$ cat src/rtl/pds_pkg.sv
// Shared constants, rail layout, register map and types of the sequencer.
package pds_pkg;

    // ------------------------------------------------------------------
    // Timing
    // ------------------------------------------------------------------
    localparam int CLK_PERIOD_NS = 100;
    localparam int RANK_TIME_US = 1500;
    localparam int LOAD_TIME_US = 3000;
    localparam int CHECK_TIME_US = 3000;
    localparam int RANK_CYCLES = (RANK_TIME_US * 1000) / CLK_PERIOD_NS;
    localparam int LOAD_CYCLES = (LOAD_TIME_US * 1000) / CLK_PERIOD_NS;
    localparam int CHECK_CYCLES = (CHECK_TIME_US * 1000) / CLK_PERIOD_NS;
    localparam int TIMER_W = 16;
    typedef logic [TIMER_W-1:0] pds_count_t;

    // ------------------------------------------------------------------
    // Rail bit positions and rank masks
    // ------------------------------------------------------------------
    localparam int N_RAILS = 15;
    typedef logic [N_RAILS-1:0] pds_rails_t;
    localparam int RAIL_CPU = 0;
    localparam int RAIL_CORE = 1;
    localparam int RAIL_GFX = 2;
    localparam int RAIL_IO = 3;
    localparam int RAIL_AUX = 4;
    localparam int RAIL_MEM = 5;
    localparam int RAIL_GEN = 6;
    localparam int RAIL_AON = 7;
    localparam int RAIL_EMMC = 8;
    localparam int RAIL_TERM = 9;
    localparam int RAIL_USB = 10;
    localparam int RAIL_PROG = 11;
    localparam int RAIL_SDS = 12;
    localparam int RAIL_SDIO = 13;
    localparam int RAIL_REF = 14;
    localparam pds_rails_t ONE = 15'h0001;
    localparam pds_rails_t STEP1_MASK = (ONE << RAIL_IO) | (ONE << RAIL_AON);
    localparam pds_rails_t STEP2_MASK = STEP1_MASK | (ONE << RAIL_CORE);
    localparam pds_rails_t STEP3_MASK =
        STEP2_MASK | (ONE << RAIL_CPU) | (ONE << RAIL_AUX);
    localparam pds_rails_t STEP4_MASK =
        STEP3_MASK | (ONE << RAIL_GEN) | (ONE << RAIL_EMMC);
    localparam pds_rails_t STEP5_MASK = STEP4_MASK | (ONE << RAIL_USB);
    // Rails that software owns while running; cut together at shutdown.
    localparam pds_rails_t SW_MASK = (ONE << RAIL_GFX) | (ONE << RAIL_SDS)
        | (ONE << RAIL_SDIO) | (ONE << RAIL_PROG) | (ONE << RAIL_MEM)
        | (ONE << RAIL_TERM) | (ONE << RAIL_REF);

    // ------------------------------------------------------------------
    // Register map (byte offsets) and reset values
    // ------------------------------------------------------------------
    localparam logic [3:0] REG_CTRL = 4'h0;
    localparam logic [3:0] REG_STATUS = 4'h4;
    localparam logic [3:0] REG_RAILS = 4'h8;
    localparam logic [3:0] REG_DISCH = 4'hc;
    localparam pds_rails_t CTRL_RESET = 15'h0000;

    // ------------------------------------------------------------------
    // Types
    // ------------------------------------------------------------------
    typedef enum logic [4:0] {
        S_LOAD, S_CHECK, S_WAIT, S_UP1, S_UP2, S_UP3, S_UP4, S_UP5, S_RUN,
        S_DOWN0, S_DOWN5, S_DOWN4, S_DOWN3, S_DOWN2, S_DOWN1, S_OFF, S_HALT
    } pds_state_t;

    typedef struct packed {
        logic released;
        logic cpu_domain_reset_out;
        logic cpu_power_request;
        logic main_power_request;
        logic auto_turn_on;
        logic nvm_intact;
        logic input_ok;
        pds_state_t state;
    } pds_status_t;

endpackage : pds_pkg

$ cat src/rtl/pds_sequencer.sv
// Input-drop and restart power sequencer with an AHB-Lite register slave.
`timescale 1ns/1ps
module pds_sequencer #(
    parameter int RANK_CYCLES = pds_pkg::RANK_CYCLES,
    parameter int LOAD_CYCLES = pds_pkg::LOAD_CYCLES,
    parameter int CHECK_CYCLES = pds_pkg::CHECK_CYCLES
) (
    // Clock and bus reset
    input wire logic hclk,
    input wire logic hresetn,
    // AHB-Lite slave
    input wire logic hsel,
    input wire logic [31:0] haddr,
    input wire logic [1:0] htrans,
    input wire logic hwrite,
    input wire logic [2:0] hsize,
    input wire logic [31:0] hwdata,
    input wire logic hready,
    output logic hreadyout,
    output logic hresp,
    output logic [31:0] hrdata,
    // Comparators and stored settings
    input wire logic input_ok,
    input wire logic input_por_ok,
    input wire logic nvm_intact,
    input wire logic nvm_auto_turn_on,
    // Processor pins
    input wire logic main_power_request,
    input wire logic cpu_power_request,
    input wire logic cpu_domain_reset_out,
    output logic pmic_reset_out_n,
    // Rail controls
    output pds_pkg::pds_rails_t rail_en,
    output pds_pkg::pds_rails_t discharge_en
);
    // ------------------------------------------------------------------
    // Elaboration checks
    // ------------------------------------------------------------------
    localparam int MAX_CNT = (1 << pds_pkg::TIMER_W) - 1;
    if (RANK_CYCLES < 1 || RANK_CYCLES > MAX_CNT ||
        LOAD_CYCLES < 1 || LOAD_CYCLES > MAX_CNT ||
        CHECK_CYCLES < 1 || CHECK_CYCLES > MAX_CNT) begin : g_bad_count
        $error("Step counts must fit the step timer.");
    end

    localparam pds_pkg::pds_count_t RANK_T =
        pds_pkg::pds_count_t'(RANK_CYCLES);
    localparam pds_pkg::pds_count_t LOAD_T =
        pds_pkg::pds_count_t'(LOAD_CYCLES);
    localparam pds_pkg::pds_count_t CHECK_T =
        pds_pkg::pds_count_t'(CHECK_CYCLES);

    // ------------------------------------------------------------------
    // Sequencer reset and input synchronisers
    // ------------------------------------------------------------------
    logic por_rst_n;
    logic rst_meta;
    logic seq_rst_n;
    logic [5:0] in_meta;
    logic [5:0] in_sync;
    wire logic vin_ok;
    wire logic nvm_ok;
    wire logic auto_on;

    // The POR comparator clears the sequencer at once; release is synced.
    assign por_rst_n = hresetn & input_por_ok;

    // Two-stage release so the sequencer leaves reset on a clean edge.
    always_ff @(posedge hclk or negedge por_rst_n) begin
        if (!por_rst_n) begin
            rst_meta <= 1'b0;
            seq_rst_n <= 1'b0;
        end else begin
            rst_meta <= 1'b1;
            seq_rst_n <= rst_meta;
        end
    end

    // Pins are asynchronous to hclk, so each passes two flip-flops.
    always_ff @(posedge hclk or negedge hresetn) begin
        if (!hresetn) begin
            in_meta <= 6'h00;
            in_sync <= 6'h00;
        end else begin
            in_meta <= {cpu_domain_reset_out, cpu_power_request,
                main_power_request, nvm_auto_turn_on, nvm_intact, input_ok};
            in_sync <= in_meta;
        end
    end

    assign vin_ok = in_sync[0];
    assign nvm_ok = in_sync[1];
    assign auto_on = in_sync[2];

    // ------------------------------------------------------------------
    // Step functions
    // ------------------------------------------------------------------
    // Rails held on by the sequence itself in a given state.
    function automatic pds_pkg::pds_rails_t rails_for(
        input pds_pkg::pds_state_t s);
        case (s)
            pds_pkg::S_UP1: rails_for = pds_pkg::STEP1_MASK;
            pds_pkg::S_UP2: rails_for = pds_pkg::STEP2_MASK;
            pds_pkg::S_UP3: rails_for = pds_pkg::STEP3_MASK;
            pds_pkg::S_UP4: rails_for = pds_pkg::STEP4_MASK;
            pds_pkg::S_UP5: rails_for = pds_pkg::STEP5_MASK;
            pds_pkg::S_RUN: rails_for = pds_pkg::STEP5_MASK;
            pds_pkg::S_DOWN0: rails_for = pds_pkg::STEP5_MASK;
            pds_pkg::S_DOWN5: rails_for = pds_pkg::STEP4_MASK;
            pds_pkg::S_DOWN4: rails_for = pds_pkg::STEP3_MASK;
            pds_pkg::S_DOWN3: rails_for = pds_pkg::STEP2_MASK;
            pds_pkg::S_DOWN2: rails_for = pds_pkg::STEP1_MASK;
            default: rails_for = '0;
        endcase
    endfunction : rails_for

    // Length of the step that a state runs for.
    function automatic pds_pkg::pds_count_t dur_for(
        input pds_pkg::pds_state_t s);
        case (s)
            pds_pkg::S_LOAD: dur_for = LOAD_T;
            pds_pkg::S_CHECK: dur_for = CHECK_T;
            default: dur_for = RANK_T;
        endcase
    endfunction : dur_for

    // ------------------------------------------------------------------
    // State machine
    // ------------------------------------------------------------------
    pds_pkg::pds_state_t state;
    pds_pkg::pds_state_t next_state;
    logic step_done;
    logic dis_armed;
    logic fresh;
    wire logic next_armed;
    wire logic step_start;
    pds_pkg::pds_rails_t ctrl;
    pds_pkg::pds_rails_t next_ctrl;
    pds_pkg::pds_rails_t next_rails;
    pds_pkg::pds_rails_t next_disch;

    pds_step_timer #(
        .W(pds_pkg::TIMER_W)
    ) u_timer (
        .clk(hclk),
        .rst_n(seq_rst_n),
        .start(step_start),
        .cycles(dur_for(next_state)),
        .done(step_done)
    );

    // Each state change reloads the step timer with the new step's length.
    // The first cycle out of reset loads the load step, which no state
    // change marks; without it the load step would never end.
    assign step_start = fresh || (next_state != state);

    // Transition logic; a drop of input-ok aborts power-up or running.
    always_comb begin
        next_state = state;
        case (state)
            pds_pkg::S_LOAD: begin
                if (step_done) begin
                    next_state = (nvm_ok && auto_on) ? pds_pkg::S_CHECK
                        : pds_pkg::S_HALT;
                end
            end
            pds_pkg::S_CHECK: begin
                if (step_done) begin
                    next_state = pds_pkg::S_WAIT;
                end
            end
            pds_pkg::S_WAIT: begin
                if (vin_ok) begin
                    next_state = pds_pkg::S_UP1;
                end
            end
            pds_pkg::S_UP1, pds_pkg::S_UP2, pds_pkg::S_UP3,
            pds_pkg::S_UP4: begin
                if (!vin_ok) begin
                    next_state = pds_pkg::S_DOWN0;
                end else if (step_done) begin
                    next_state = pds_pkg::pds_state_t'(state + 5'h01);
                end
            end
            pds_pkg::S_UP5: begin
                if (!vin_ok) begin
                    next_state = pds_pkg::S_DOWN0;
                end else if (step_done) begin
                    next_state = pds_pkg::S_RUN;
                end
            end
            pds_pkg::S_RUN: begin
                if (!vin_ok) begin
                    next_state = pds_pkg::S_DOWN0;
                end
            end
            pds_pkg::S_DOWN0, pds_pkg::S_DOWN5, pds_pkg::S_DOWN4,
            pds_pkg::S_DOWN3, pds_pkg::S_DOWN2: begin
                if (step_done) begin
                    next_state = pds_pkg::pds_state_t'(state + 5'h01);
                end
            end
            pds_pkg::S_DOWN1: begin
                if (step_done) begin
                    next_state = pds_pkg::S_OFF;
                end
            end
            pds_pkg::S_OFF: begin
                if (vin_ok) begin
                    next_state = pds_pkg::S_CHECK;
                end
            end
            default: begin
                next_state = state;
            end
        endcase
    end

    // Outputs follow next_state so they change on the same edge as state.
    assign next_rails = rails_for(next_state)
        | ((next_state == pds_pkg::S_RUN) ? (ctrl & pds_pkg::SW_MASK)
        : pds_pkg::pds_rails_t'(0));
    assign next_armed = dis_armed || (next_state == pds_pkg::S_CHECK);
    assign next_disch = next_armed ? ~next_rails : '0;

    // Internal reset drops every rail and every discharge at once.
    always_ff @(posedge hclk or negedge seq_rst_n) begin
        if (!seq_rst_n) begin
            state <= pds_pkg::S_LOAD;
            dis_armed <= 1'b0;
            fresh <= 1'b1;
            rail_en <= '0;
            discharge_en <= '0;
            pmic_reset_out_n <= 1'b0;
        end else begin
            state <= next_state;
            dis_armed <= next_armed;
            fresh <= 1'b0;
            rail_en <= next_rails;
            discharge_en <= next_disch;
            // Only the running state lets the processor out of reset.
            pmic_reset_out_n <= (next_state == pds_pkg::S_RUN);
        end
    end

    // ------------------------------------------------------------------
    // AHB-Lite slave: zero wait states, always OKAY
    // ------------------------------------------------------------------
    logic dp_write;
    logic [31:0] dp_addr;
    wire logic take;
    wire logic mapped;
    wire logic [31:0] rd_val;
    pds_pkg::pds_status_t status;

    assign take = hsel && htrans[1] && hready;
    assign mapped = (haddr[31:4] == 28'h0000000) && (haddr[1:0] == 2'h0);
    assign status = '{released: pmic_reset_out_n,
        cpu_domain_reset_out: in_sync[5], cpu_power_request: in_sync[4],
        main_power_request: in_sync[3], auto_turn_on: auto_on,
        nvm_intact: nvm_ok, input_ok: vin_ok, state: state};

    // Software rail requests; a write in its data phase lands here.
    assign next_ctrl = (dp_write && dp_addr == 32'(pds_pkg::REG_CTRL))
        ? (hwdata[pds_pkg::N_RAILS-1:0] & pds_pkg::SW_MASK) : ctrl;

    // Reads see next_ctrl, so a read straight after a write is current.
    assign rd_val = !mapped ? 32'h00000000
        : (haddr[3:0] == pds_pkg::REG_CTRL) ? 32'(next_ctrl)
        : (haddr[3:0] == pds_pkg::REG_STATUS) ? 32'(status)
        : (haddr[3:0] == pds_pkg::REG_RAILS) ? 32'(rail_en)
        : (haddr[3:0] == pds_pkg::REG_DISCH) ? 32'(discharge_en)
        : 32'h00000000;

    // Bus state lives on the bus reset, apart from the sequencer's own.
    always_ff @(posedge hclk or negedge hresetn) begin
        if (!hresetn) begin
            dp_write <= 1'b0;
            dp_addr <= 32'h00000000;
            ctrl <= pds_pkg::CTRL_RESET;
            hrdata <= 32'h00000000;
            hreadyout <= 1'b0;
            hresp <= 1'b0;
        end else begin
            dp_write <= take && hwrite && mapped;
            dp_addr <= haddr;
            ctrl <= next_ctrl;
            hrdata <= (take && !hwrite) ? rd_val : 32'h00000000;
            hreadyout <= 1'b1;
            hresp <= 1'b0;
        end
    end
endmodule : pds_sequencer

$ cat src/rtl/pds_step_timer.sv
// Down-counter that times one sequencer step.
`timescale 1ns/1ps
module pds_step_timer #(
    parameter int W = 16
) (
    // Clock and reset
    input wire logic clk,
    input wire logic rst_n,
    // Control
    input wire logic start,
    input wire logic [W-1:0] cycles,
    // Status
    output logic done
);
    logic [W-1:0] count;

    // Loaded on the step change; done marks the step's last cycle.
    always_ff @(posedge clk or negedge rst_n) begin
        if (!rst_n) begin
            count <= '0;
        end else if (start) begin
            count <= cycles;
        end else if (count != '0) begin
            count <= count - W'(1);
        end
    end

    // A step of N cycles ends at the edge where the count reads one.
    assign done = (count == W'(1));
endmodule : pds_step_timer

$ cat config.mk
export PLATFORM = sky130hd
export DESIGN_NAME = pds_sequencer
export DESIGN_NICKNAME = d
export VERILOG_FILES = /design/src/rtl/pds_pkg.sv /design/src/rtl/pds_sequencer.sv /design/src/rtl/pds_step_timer.sv
export SDC_FILE = /design/constraint.sdc
export NUM_CORES = 1
export LEC_CHECK = 0
export BUFFER_PORTS_ARGS = -buffer_cell sky130_fd_sc_hd__clkbuf_2
export CORE_MARGIN = 5
export CORE_UTILIZATION = 48
export CTS_BUF_LIST = sky130_fd_sc_hd__clkbuf_16
export DETAILED_ROUTE_END_ITERATION = 8
export HOLD_SLACK_MARGIN = 0.1
export MAX_ROUTING_LAYER = met4
export PLACE_DENSITY = 0.77
export SLEW_MARGIN = 20
export SYNTH_ARGS = -nofsm -noshare
export SYNTH_HDL_FRONTEND = slang
export SYNTH_SLANG_ARGS = --single-unit
export TNS_END_PERCENT = 50
$ cat constraint.sdc
create_clock -name hclk -period 1.6 [get_ports hclk]
set_input_delay 0.32 -clock hclk [delete_from_list [all_inputs] [get_ports hclk]]
set_output_delay 0.32 -clock hclk [all_outputs]
set_load 0.01 [all_outputs]
* Yosys cells after proc, flatten, opt, wreduce, memory -nomap -nowiden
Memories as Yosys holds them, arrays and structs flattened.
Index checks and enable logic that the tools add are counted.
** Storage, ports and cells
- Memories :: 1
- Word-level logic and storage cells :: 91
- Bits of input ports :: 81
- Output and inout port bits :: 65
- ROM bits :: 128
- Register bits after elaboration :: 132
** Operators by class
- Reduce and logical (&&, ||, !) cells :: 22
- $add $sub $neg :: 2
- Bitwise operators :: 3
- Muxes and demuxes :: 25
- Equal/unequal tests :: 22
** Memory list
- (name not given) :: words 16, width 8, rd ports 1, clocked after memory_dff 0, wr ports 0, line pds_sequencer.sv:101 : case (s)
** Operators with widths (number)
- $mux W15 :: 11
- $mux W5 :: 11
- $eq A5 B4 Y1 const B :: 9
- $pmux W5 S9 :: 1
- $logic_not A32 Y1 :: 1
- $mux W16 :: 2
- $logic_not A28 Y1 :: 1
- $eq A5 B3 Y1 const B :: 4
- $eq A16 B1 Y1 const B :: 1
- $reduce_bool A16 Y1 :: 1
- $sub A16 B1 Y16 const B :: 1
- $not A15 Y15 :: 1
- $or A15 B15 Y15 :: 1
- $eq A5 B1 Y1 const B :: 2
- $eq A5 B2 Y1 const B :: 2
- $logic_not A5 Y1 :: 2
- $eq A4 B4 Y1 const B :: 2
- $logic_and A1 B1 Y1 :: 8
- $add A5 B1 Y5 const B :: 1
- $ne A5 B5 Y1 :: 1
- $reduce_or A5 Y1 :: 1
- $eq A4 B3 Y1 const B :: 1
- $logic_not A4 Y1 :: 1
- $reduce_or A4 Y1 :: 1
- other kinds (6) :: 7

* Depth between registers and ports, before layout
- Depth in word-level cells :: 9
- Gate-level depth with buffers :: 14
- Depth with buffers taken out :: 13

* Hierarchy
A second synthesis with hierarchy kept.
** Unflattened totals
- Cell total of the unflattened synthesis :: 548
- Area total of the unflattened synthesis :: 5970.7 um2
** Modules (own cells, without submodules)
- pds_sequencer :: cells each 429, seq. area each 2753.9 um2, times used 1, area an instance 4917.2 um2
- pds_step_timer :: cells each 119, seq. area each 400.4 um2, times used 1, area an instance 1053.5 um2

* Worst setup path before layout
Ideal clock, no wire load.
- Path type :: flip-flop to flip-flop
- Start :: register state[1]
- End :: register discharge_en[14]
- Cell stages (with the launch flop) :: 14
- Slack :: -1.587 ns
- Period minus slack after synthesis :: 3.187 ns
- Data required time :: 1.473 ns
- Arrival time :: 3.061 ns
- Path buffers :: 3
- Library setup time :: 0.127 ns
- Path through :: dfrtp_1 clkbuf_1 inv_1 ha_1 or3_1 a311oi_1 and4_4 a211oi_1 a21o_1 buf_6 or2_1 nor4_4 buf_6 a21oi_1
** On the way
- Word-level cells in the longest chain between the ends :: 9
- Elaborated cells on any way between the ends :: 37
- Classes of those cells :: add/sub: 1; eq/ne: 17; mux: 13; bitwise: 2; reduce/logical: 4
** Ends and longest elaborated chain
- start, declared :: line pds_sequencer.sv:130 : pds_pkg::pds_state_t state;
- start signal, assigned :: line pds_sequencer.sv:229 : state <= pds_pkg::S_LOAD;
- start signal, assigned :: line pds_sequencer.sv:236 : state <= next_state;
- $add A5 B1 Y5 :: line pds_sequencer.sv:182, pds_sequencer.sv:200
- $mux W5 :: line pds_sequencer.sv:181, pds_sequencer.sv:199
- $mux W5 :: line pds_sequencer.sv:179 : if (!vin_ok) begin
- $pmux W5 S9 (*) :: line pds_sequencer.sv:160 : case (state)
- via next_state[2] :: line pds_sequencer.sv:131 : pds_pkg::pds_state_t next_state;
- $eq A5 B4 Y1 :: line pds_sequencer.sv:221 : | ((next_state == pds_pkg::S_RUN) ? (ctrl & pds_pkg::SW_MASK)
- $mux W15 :: line pds_sequencer.sv:221
- $or A15 B15 Y15 :: line pds_sequencer.sv:221
- $not A15 Y15 :: line pds_sequencer.sv:224 : assign next_disch = next_armed ? ~next_rails : '0;
- $mux W15 (*) :: line pds_sequencer.sv:224
- via next_disch[14] :: line pds_sequencer.sv:140 : pds_pkg::pds_rails_t next_disch;
- end signal, assigned :: line pds_sequencer.sv:240 : discharge_en <= next_disch;
- end, declared :: line pds_sequencer.sv:34 : output pds_pkg::pds_rails_t discharge_en
Mark *: on every way through the listed nets, which the timed path passes. The rest lies on a longest branch.
A chain may end at the register's enable or synchronous reset.

* Worst setup path in the final report
- Start :: register state[1]
- End :: register u_timer.count[7]
** On the way
- Word-level cells in the longest chain between the ends :: 8
- Elaborated cells on any way between the ends :: 38
- Classes of those cells :: add/sub: 1; eq/ne: 17; mux: 13; reduce/logical: 7
** Ends and longest elaborated chain
- $add A5 B1 Y5 :: line pds_sequencer.sv:182, pds_sequencer.sv:200
- $mux W5 :: line pds_sequencer.sv:181, pds_sequencer.sv:199
- $mux W5 :: line pds_sequencer.sv:179
- $pmux W5 S9 (*) :: line pds_sequencer.sv:160
- via next_state[1] :: line pds_sequencer.sv:131
- $eq A5 B1 Y1 / $logic_not A5 Y1 (equally long branches) :: line pds_sequencer.sv:120 : case (s)
- $reduce_or A2 Y1 (no line)
- $mux W15 :: line pds_sequencer.sv:120
- $mux W16 :: line pds_step_timer.sv:21 : end else if (start) begin
- end signal, assigned :: line pds_step_timer.sv:22 : count <= cycles;
- end signal, assigned :: line pds_step_timer.sv:24 : count <= count - W'(1);
- end, declared :: line pds_step_timer.sv:15 : logic [W-1:0] count;
Marked as above.

==> results by stage <==
Logic synthesis:
- The biggest area contributor in the post-synthesis netlist is sky130_fd_sc_hd__dfrtp_1.
- Counting distinct cell types in the post-synthesis netlist gives 78.
- For this run, the number of Yosys warnings is 0.
- Synthesis produced a netlist whose cell count is 494.
- The number of enable-type register cells in the synthesized netlist is 0.
- Sorting the synthesized cells by area gives the leading types as sky130_fd_sc_hd__dfrtp_1 55%, sky130_fd_sc_hd__buf_4 3.2%, sky130_fd_sc_hd__nor2_1 2.2%.
- Summed over its instances, the top area cell type makes up 55.3% of the synthesized netlist area.
- For this run, the leading register cell type out of synthesis is sky130_fd_sc_hd__dfrtp_1.
- In this run, synthesis produced a sequential element count of 126.
- A synthesized cell averages 11.5 sq um.
- The cell area that synthesis handed to floorplanning was 5660 sq um.
- After synthesis, flip-flops and latches occupy between 50% and 60% of the total area.
- The async set or reset register ratio after synthesis is 100%.

Power and ir drop:
- Net switching is between 30% and 40% of the power.
- The cell internal power dissipation is between 9000 and 10,000 uW.
- The sequential cell fraction of total power is 28.1%.
- The overall power is 14,300 uW.
- The clock share of power is 23.2%.
- The power density normalized to cell area is 1670 nW/um^2.
- The part of the total power dissipated in combinational logic is approximately 49%.
- In this run the power spent charging and discharging nets is ~5100 uW.
- For this design the static power due to leakage is about 0.004 uW.
- VDD sags by at most between 1 and 1.5 mV.

STA:
- The minimum clock period is 3100 ps.
- The maximum clock rate is 0.322 GHz.
- Setup violations remaining at the end of the flow were counted as between 70 and 80.
- The final hold violation count is 0.
- Summed over all failing endpoints, the final setup total negative slack is -69,020 ps.
- The setup clock skew after layout is roughly 9.4 ps.
- For the pin with the worst max-slew slack, the measured transition is ~530 ps.
- The worst path uses 194% of the clock period.
- The worst slew slack as a fraction of its limit is 64.2%.
- After layout, the worst setup slack is -1500 ps.
- The total count of max-transition violations in the final report was 0.
- Setup repair after global routing could not meet its margin everywhere.

Run status:
- The run finished, with violations left.
- The final reports fail on negative setup slack.

Floorplanning:
- In this run the core area contains 39 standard-cell rows.
- The die covers 14,100 sq um.
- The floorplan core area is 11,500 sq um.
- about 150 I/O pins were placed.
- For this configuration, the core starts out at a cell density of 49.3%.
- The die is 119 microns tall.
- Measured along the x axis, the die boundary spans 119 microns.

Min path:
- The tightest min-delay check is of the input pin to register type.
- The startpoint identified for the worst hold timing path is haddr[28].

CTS:
- CTS placed an instance of sky130_fd_sc_hd__clkbuf_16 at the clock tree root.
- No sink is reached through more buffers than the 2 on the longest clock path.
- The number of clock buffers added by TritonCTS is 17.
- CTS built an H-tree with a depth of 4.
- The number of clock sinks is 126.
- The clock latency reported for the late side of the worst-skew pair is between 400 and 500 ps.
- Clock-pin slew was measured on the worst setup and hold paths at about 60 ps.
- The TritonCTS clock tree is yes.

Final layout:
- The library cells used most frequently in the layout, excluding fill and tap cells, are 121 x sky130_fd_sc_hd__dfrtp_1, 120 x sky130_fd_sc_hd__buf_4, 97 x sky130_fd_sc_hd__clkbuf_2.
- In the final layout, the share of cells above drive strength 1 is 47.8%.
- The core occupancy in the finished layout is between 70% and 80%.
- The net count of the finished layout is around 850.
- 0 antenna diodes ended up in the layout.
- The filler cell count in the final layout is around 700.
- The leading cell type in the layout, fill and taps excluded is sky130_fd_sc_hd__dfrtp_1.
- From synthesis to final layout, the design area changed by 50.7%.
- The finished cells cover about 8500 sq um.

Placement:
- The detailed-placement wirelength estimate is 11.6 mm.
- Input and output buffers added on the ports amount to between 90 and 100.
- The cell area reported after detailed placement is between 7000 and 8000 sq um.
- Routability-driven placement finished with a final weighted congestion of about 0.89.

Worst setup path:
- The launch point of the worst path is state[1].
- The kind of end point of the critical path is a register.
- STA puts the critical path data required time at 1900 ps.
- The critical path in this run is classified as register to register.
- The startpoint of the lowest-slack register-to-register path is state[1].
- The worst setup path is launched from a register.
- The largest fanout of any net on the critical path is 5.
- The arrival time of data at the critical path endpoint is 3400 ps.

Detailed routing:
- The top metal layer carrying routed signals is met4.
- The total length of routed met3 wires is 1.16 mm.
- In the final routed layout, each cell accounts on average for roughly 21 microns.
- The count of nets left with antenna violations after detail routing is 0.
- The number of optimization iterations in the first detailed-route pass is 7.
- The total routed wirelength is roughly 19 mm.
- After the first detailed-routing iteration, the DRC count stood at 524.
- The via count normalized by instance count is about 5.7.
- The total via count in the routed design is between 5,000 and 6,000.
- Detailed routing placed a total of 9.62 mm of wire on met2.
- The post-route met1 wirelength is 7.00 mm.
- The remaining design rule violation count is 0.

Global route:
- The number of antenna violations at the first check in global routing came to 0.
- The first global-routing pass estimated 28.9 mm of wire.
- The overall track demand over capacity in global routing is around 27%.
- The via count of the first global-routing pass came to 5,465.
- For this run the aggregate overflow at the end of global routing stands at 0.
- Entering global routing, the biggest net connects 32 pins.

Job:
- Max-cap violations in this run came to 0.
-- final timing paths --
check                                    to  slack (ps)  cells past startpoint
max in group asynchronous           ctrl[3]         690                      3
min in group asynchronous        rail_en[5]         210                      0
min                             dp_addr[28]         130                      2
min reg2reg                      rail_en[5]         210                      0
max reg2reg                u_timer.count[7]       -1500                     13
max                        u_timer.count[7]       -1500                     13
-- power groups by stage --
stage | clock (uW) | sequential [uW] | combinational (uW)
after detailed placement | 0 | 4000 | 4920
after floorplan | 0 | 4030 | 2790
final | 3310 | 4020 | 6950
after global placement | 0 | 3980 | 4880
after global routing | 3510 | 4050 | 7350
after CTS | 3320 | 3960 | 6120
-- critical path: stages (launching register included) --
cell and delay [ps]:
sky130_fd_sc_hd__dfrtp_2 480, sky130_fd_sc_hd__ha_4 210, sky130_fd_sc_hd__nand2_1 80, sky130_fd_sc_hd__nor2_1 50, sky130_fd_sc_hd__ha_1 230, sky130_fd_sc_hd__buf_4 180, sky130_fd_sc_hd__o211ai_1 290, sky130_fd_sc_hd__nand3b_1 210
sky130_fd_sc_hd__a211oi_4 310, sky130_fd_sc_hd__o22ai_4 150, sky130_fd_sc_hd__nor4_4 390, sky130_fd_sc_hd__buf_4 190, sky130_fd_sc_hd__nand2b_4 140, sky130_fd_sc_hd__o21ai_1 60
-- logic make-up after synthesis --
logic type | Yosys count | share of synthesized area [%]
AOI/OAI and AO/OA | 93 | 12.3
xor gates and xnor gates | 13 | 2.01
adders and majority gates | 9 | 1.99
buffers and inverters | 54 | 5.77
DFF | 126 | 55.8
muxes | 19 | 3.58
other | 2 | 0.133
and+or+nand+nor | 178 | 18.4
-- synthesized netlist by cell type (7+ instances only) --
cell type,n
sky130_fd_sc_hd__mux2i_1,9
sky130_fd_sc_hd__clkbuf_1,10
sky130_fd_sc_hd__nand2b_1,11
sky130_fd_sc_hd__xor2_1,7
sky130_fd_sc_hd__mux2_2,10
sky130_fd_sc_hd__a21oi_2,7
sky130_fd_sc_hd__buf_4,24
sky130_fd_sc_hd__inv_1,10
sky130_fd_sc_hd__nand3_1,14
sky130_fd_sc_hd__nor3_1,20
sky130_fd_sc_hd__ha_1,9
sky130_fd_sc_hd__and2_1,12
sky130_fd_sc_hd__a21oi_1,17
sky130_fd_sc_hd__nor4_1,16
sky130_fd_sc_hd__o21ai_0,15
sky130_fd_sc_hd__nand2_1,23
sky130_fd_sc_hd__dfrtp_1,125
sky130_fd_sc_hd__nor2b_1,13
sky130_fd_sc_hd__nor2_1,33
-- registers in the layout (all words and copies together), names as in the netlist --
signal            count
u_timer.count        16
hreadyout             1
dis_armed             1
state                 5
rst_meta              1
dp_write              1
ctrl                 15
fresh                 1
dp_addr              32
seq_rst_n             1
in_meta               6
rail_en              12
hrdata               15
pmic_reset_out_n      1
in_sync               6
discharge_en         12
-- through the flow --
step,setup WS [ps],std cells,hold slack (ps)
after floorplan,-1330,513,24.4
after global placement,-1490,833,203
after detailed placement,-1490,833,205
after CTS,-1420,904,102
after global routing,-1670,911,108
final,-1500,911,127
-- cell type report --
| class | count | area (sq um) | area share, % |
|---|---|---|---|
| Inverter | 13 | 56.3 | 0.660 |
| Timing Repair Buffer | 264 | 1960 | 23.0 |
| Sequential cell | 126 | 3160 | 37.1 |
| Multi-Input combinational cell | 333 | 2660 | 31.2 |
| Clock buffer | 17 | 425 | 4.99 |
| Clock inverter | 15 | 83.8 | 0.983 |
| Tap cell | 143 | 179 | 2.10 |
-- timing repair --
action,CTS,global route
pin swaps,29,13
setup buffers,12,7
gates cloned,3,0
endpoints found under the hold margin,51,1
endpoints found under the setup margin,77,77
resized for setup,50,40
hold buffers,24,1
-- routing by layer --
layer | GRT usage (%) | up-vias
li1 | - | 2252
met1 | 30.3 | 2589
met2 | 45.4 | 275
met3 | 7.02 | 95
met4 | 11.6 | 0
met5 | - | -
Power figures use the tool's default switching activity.
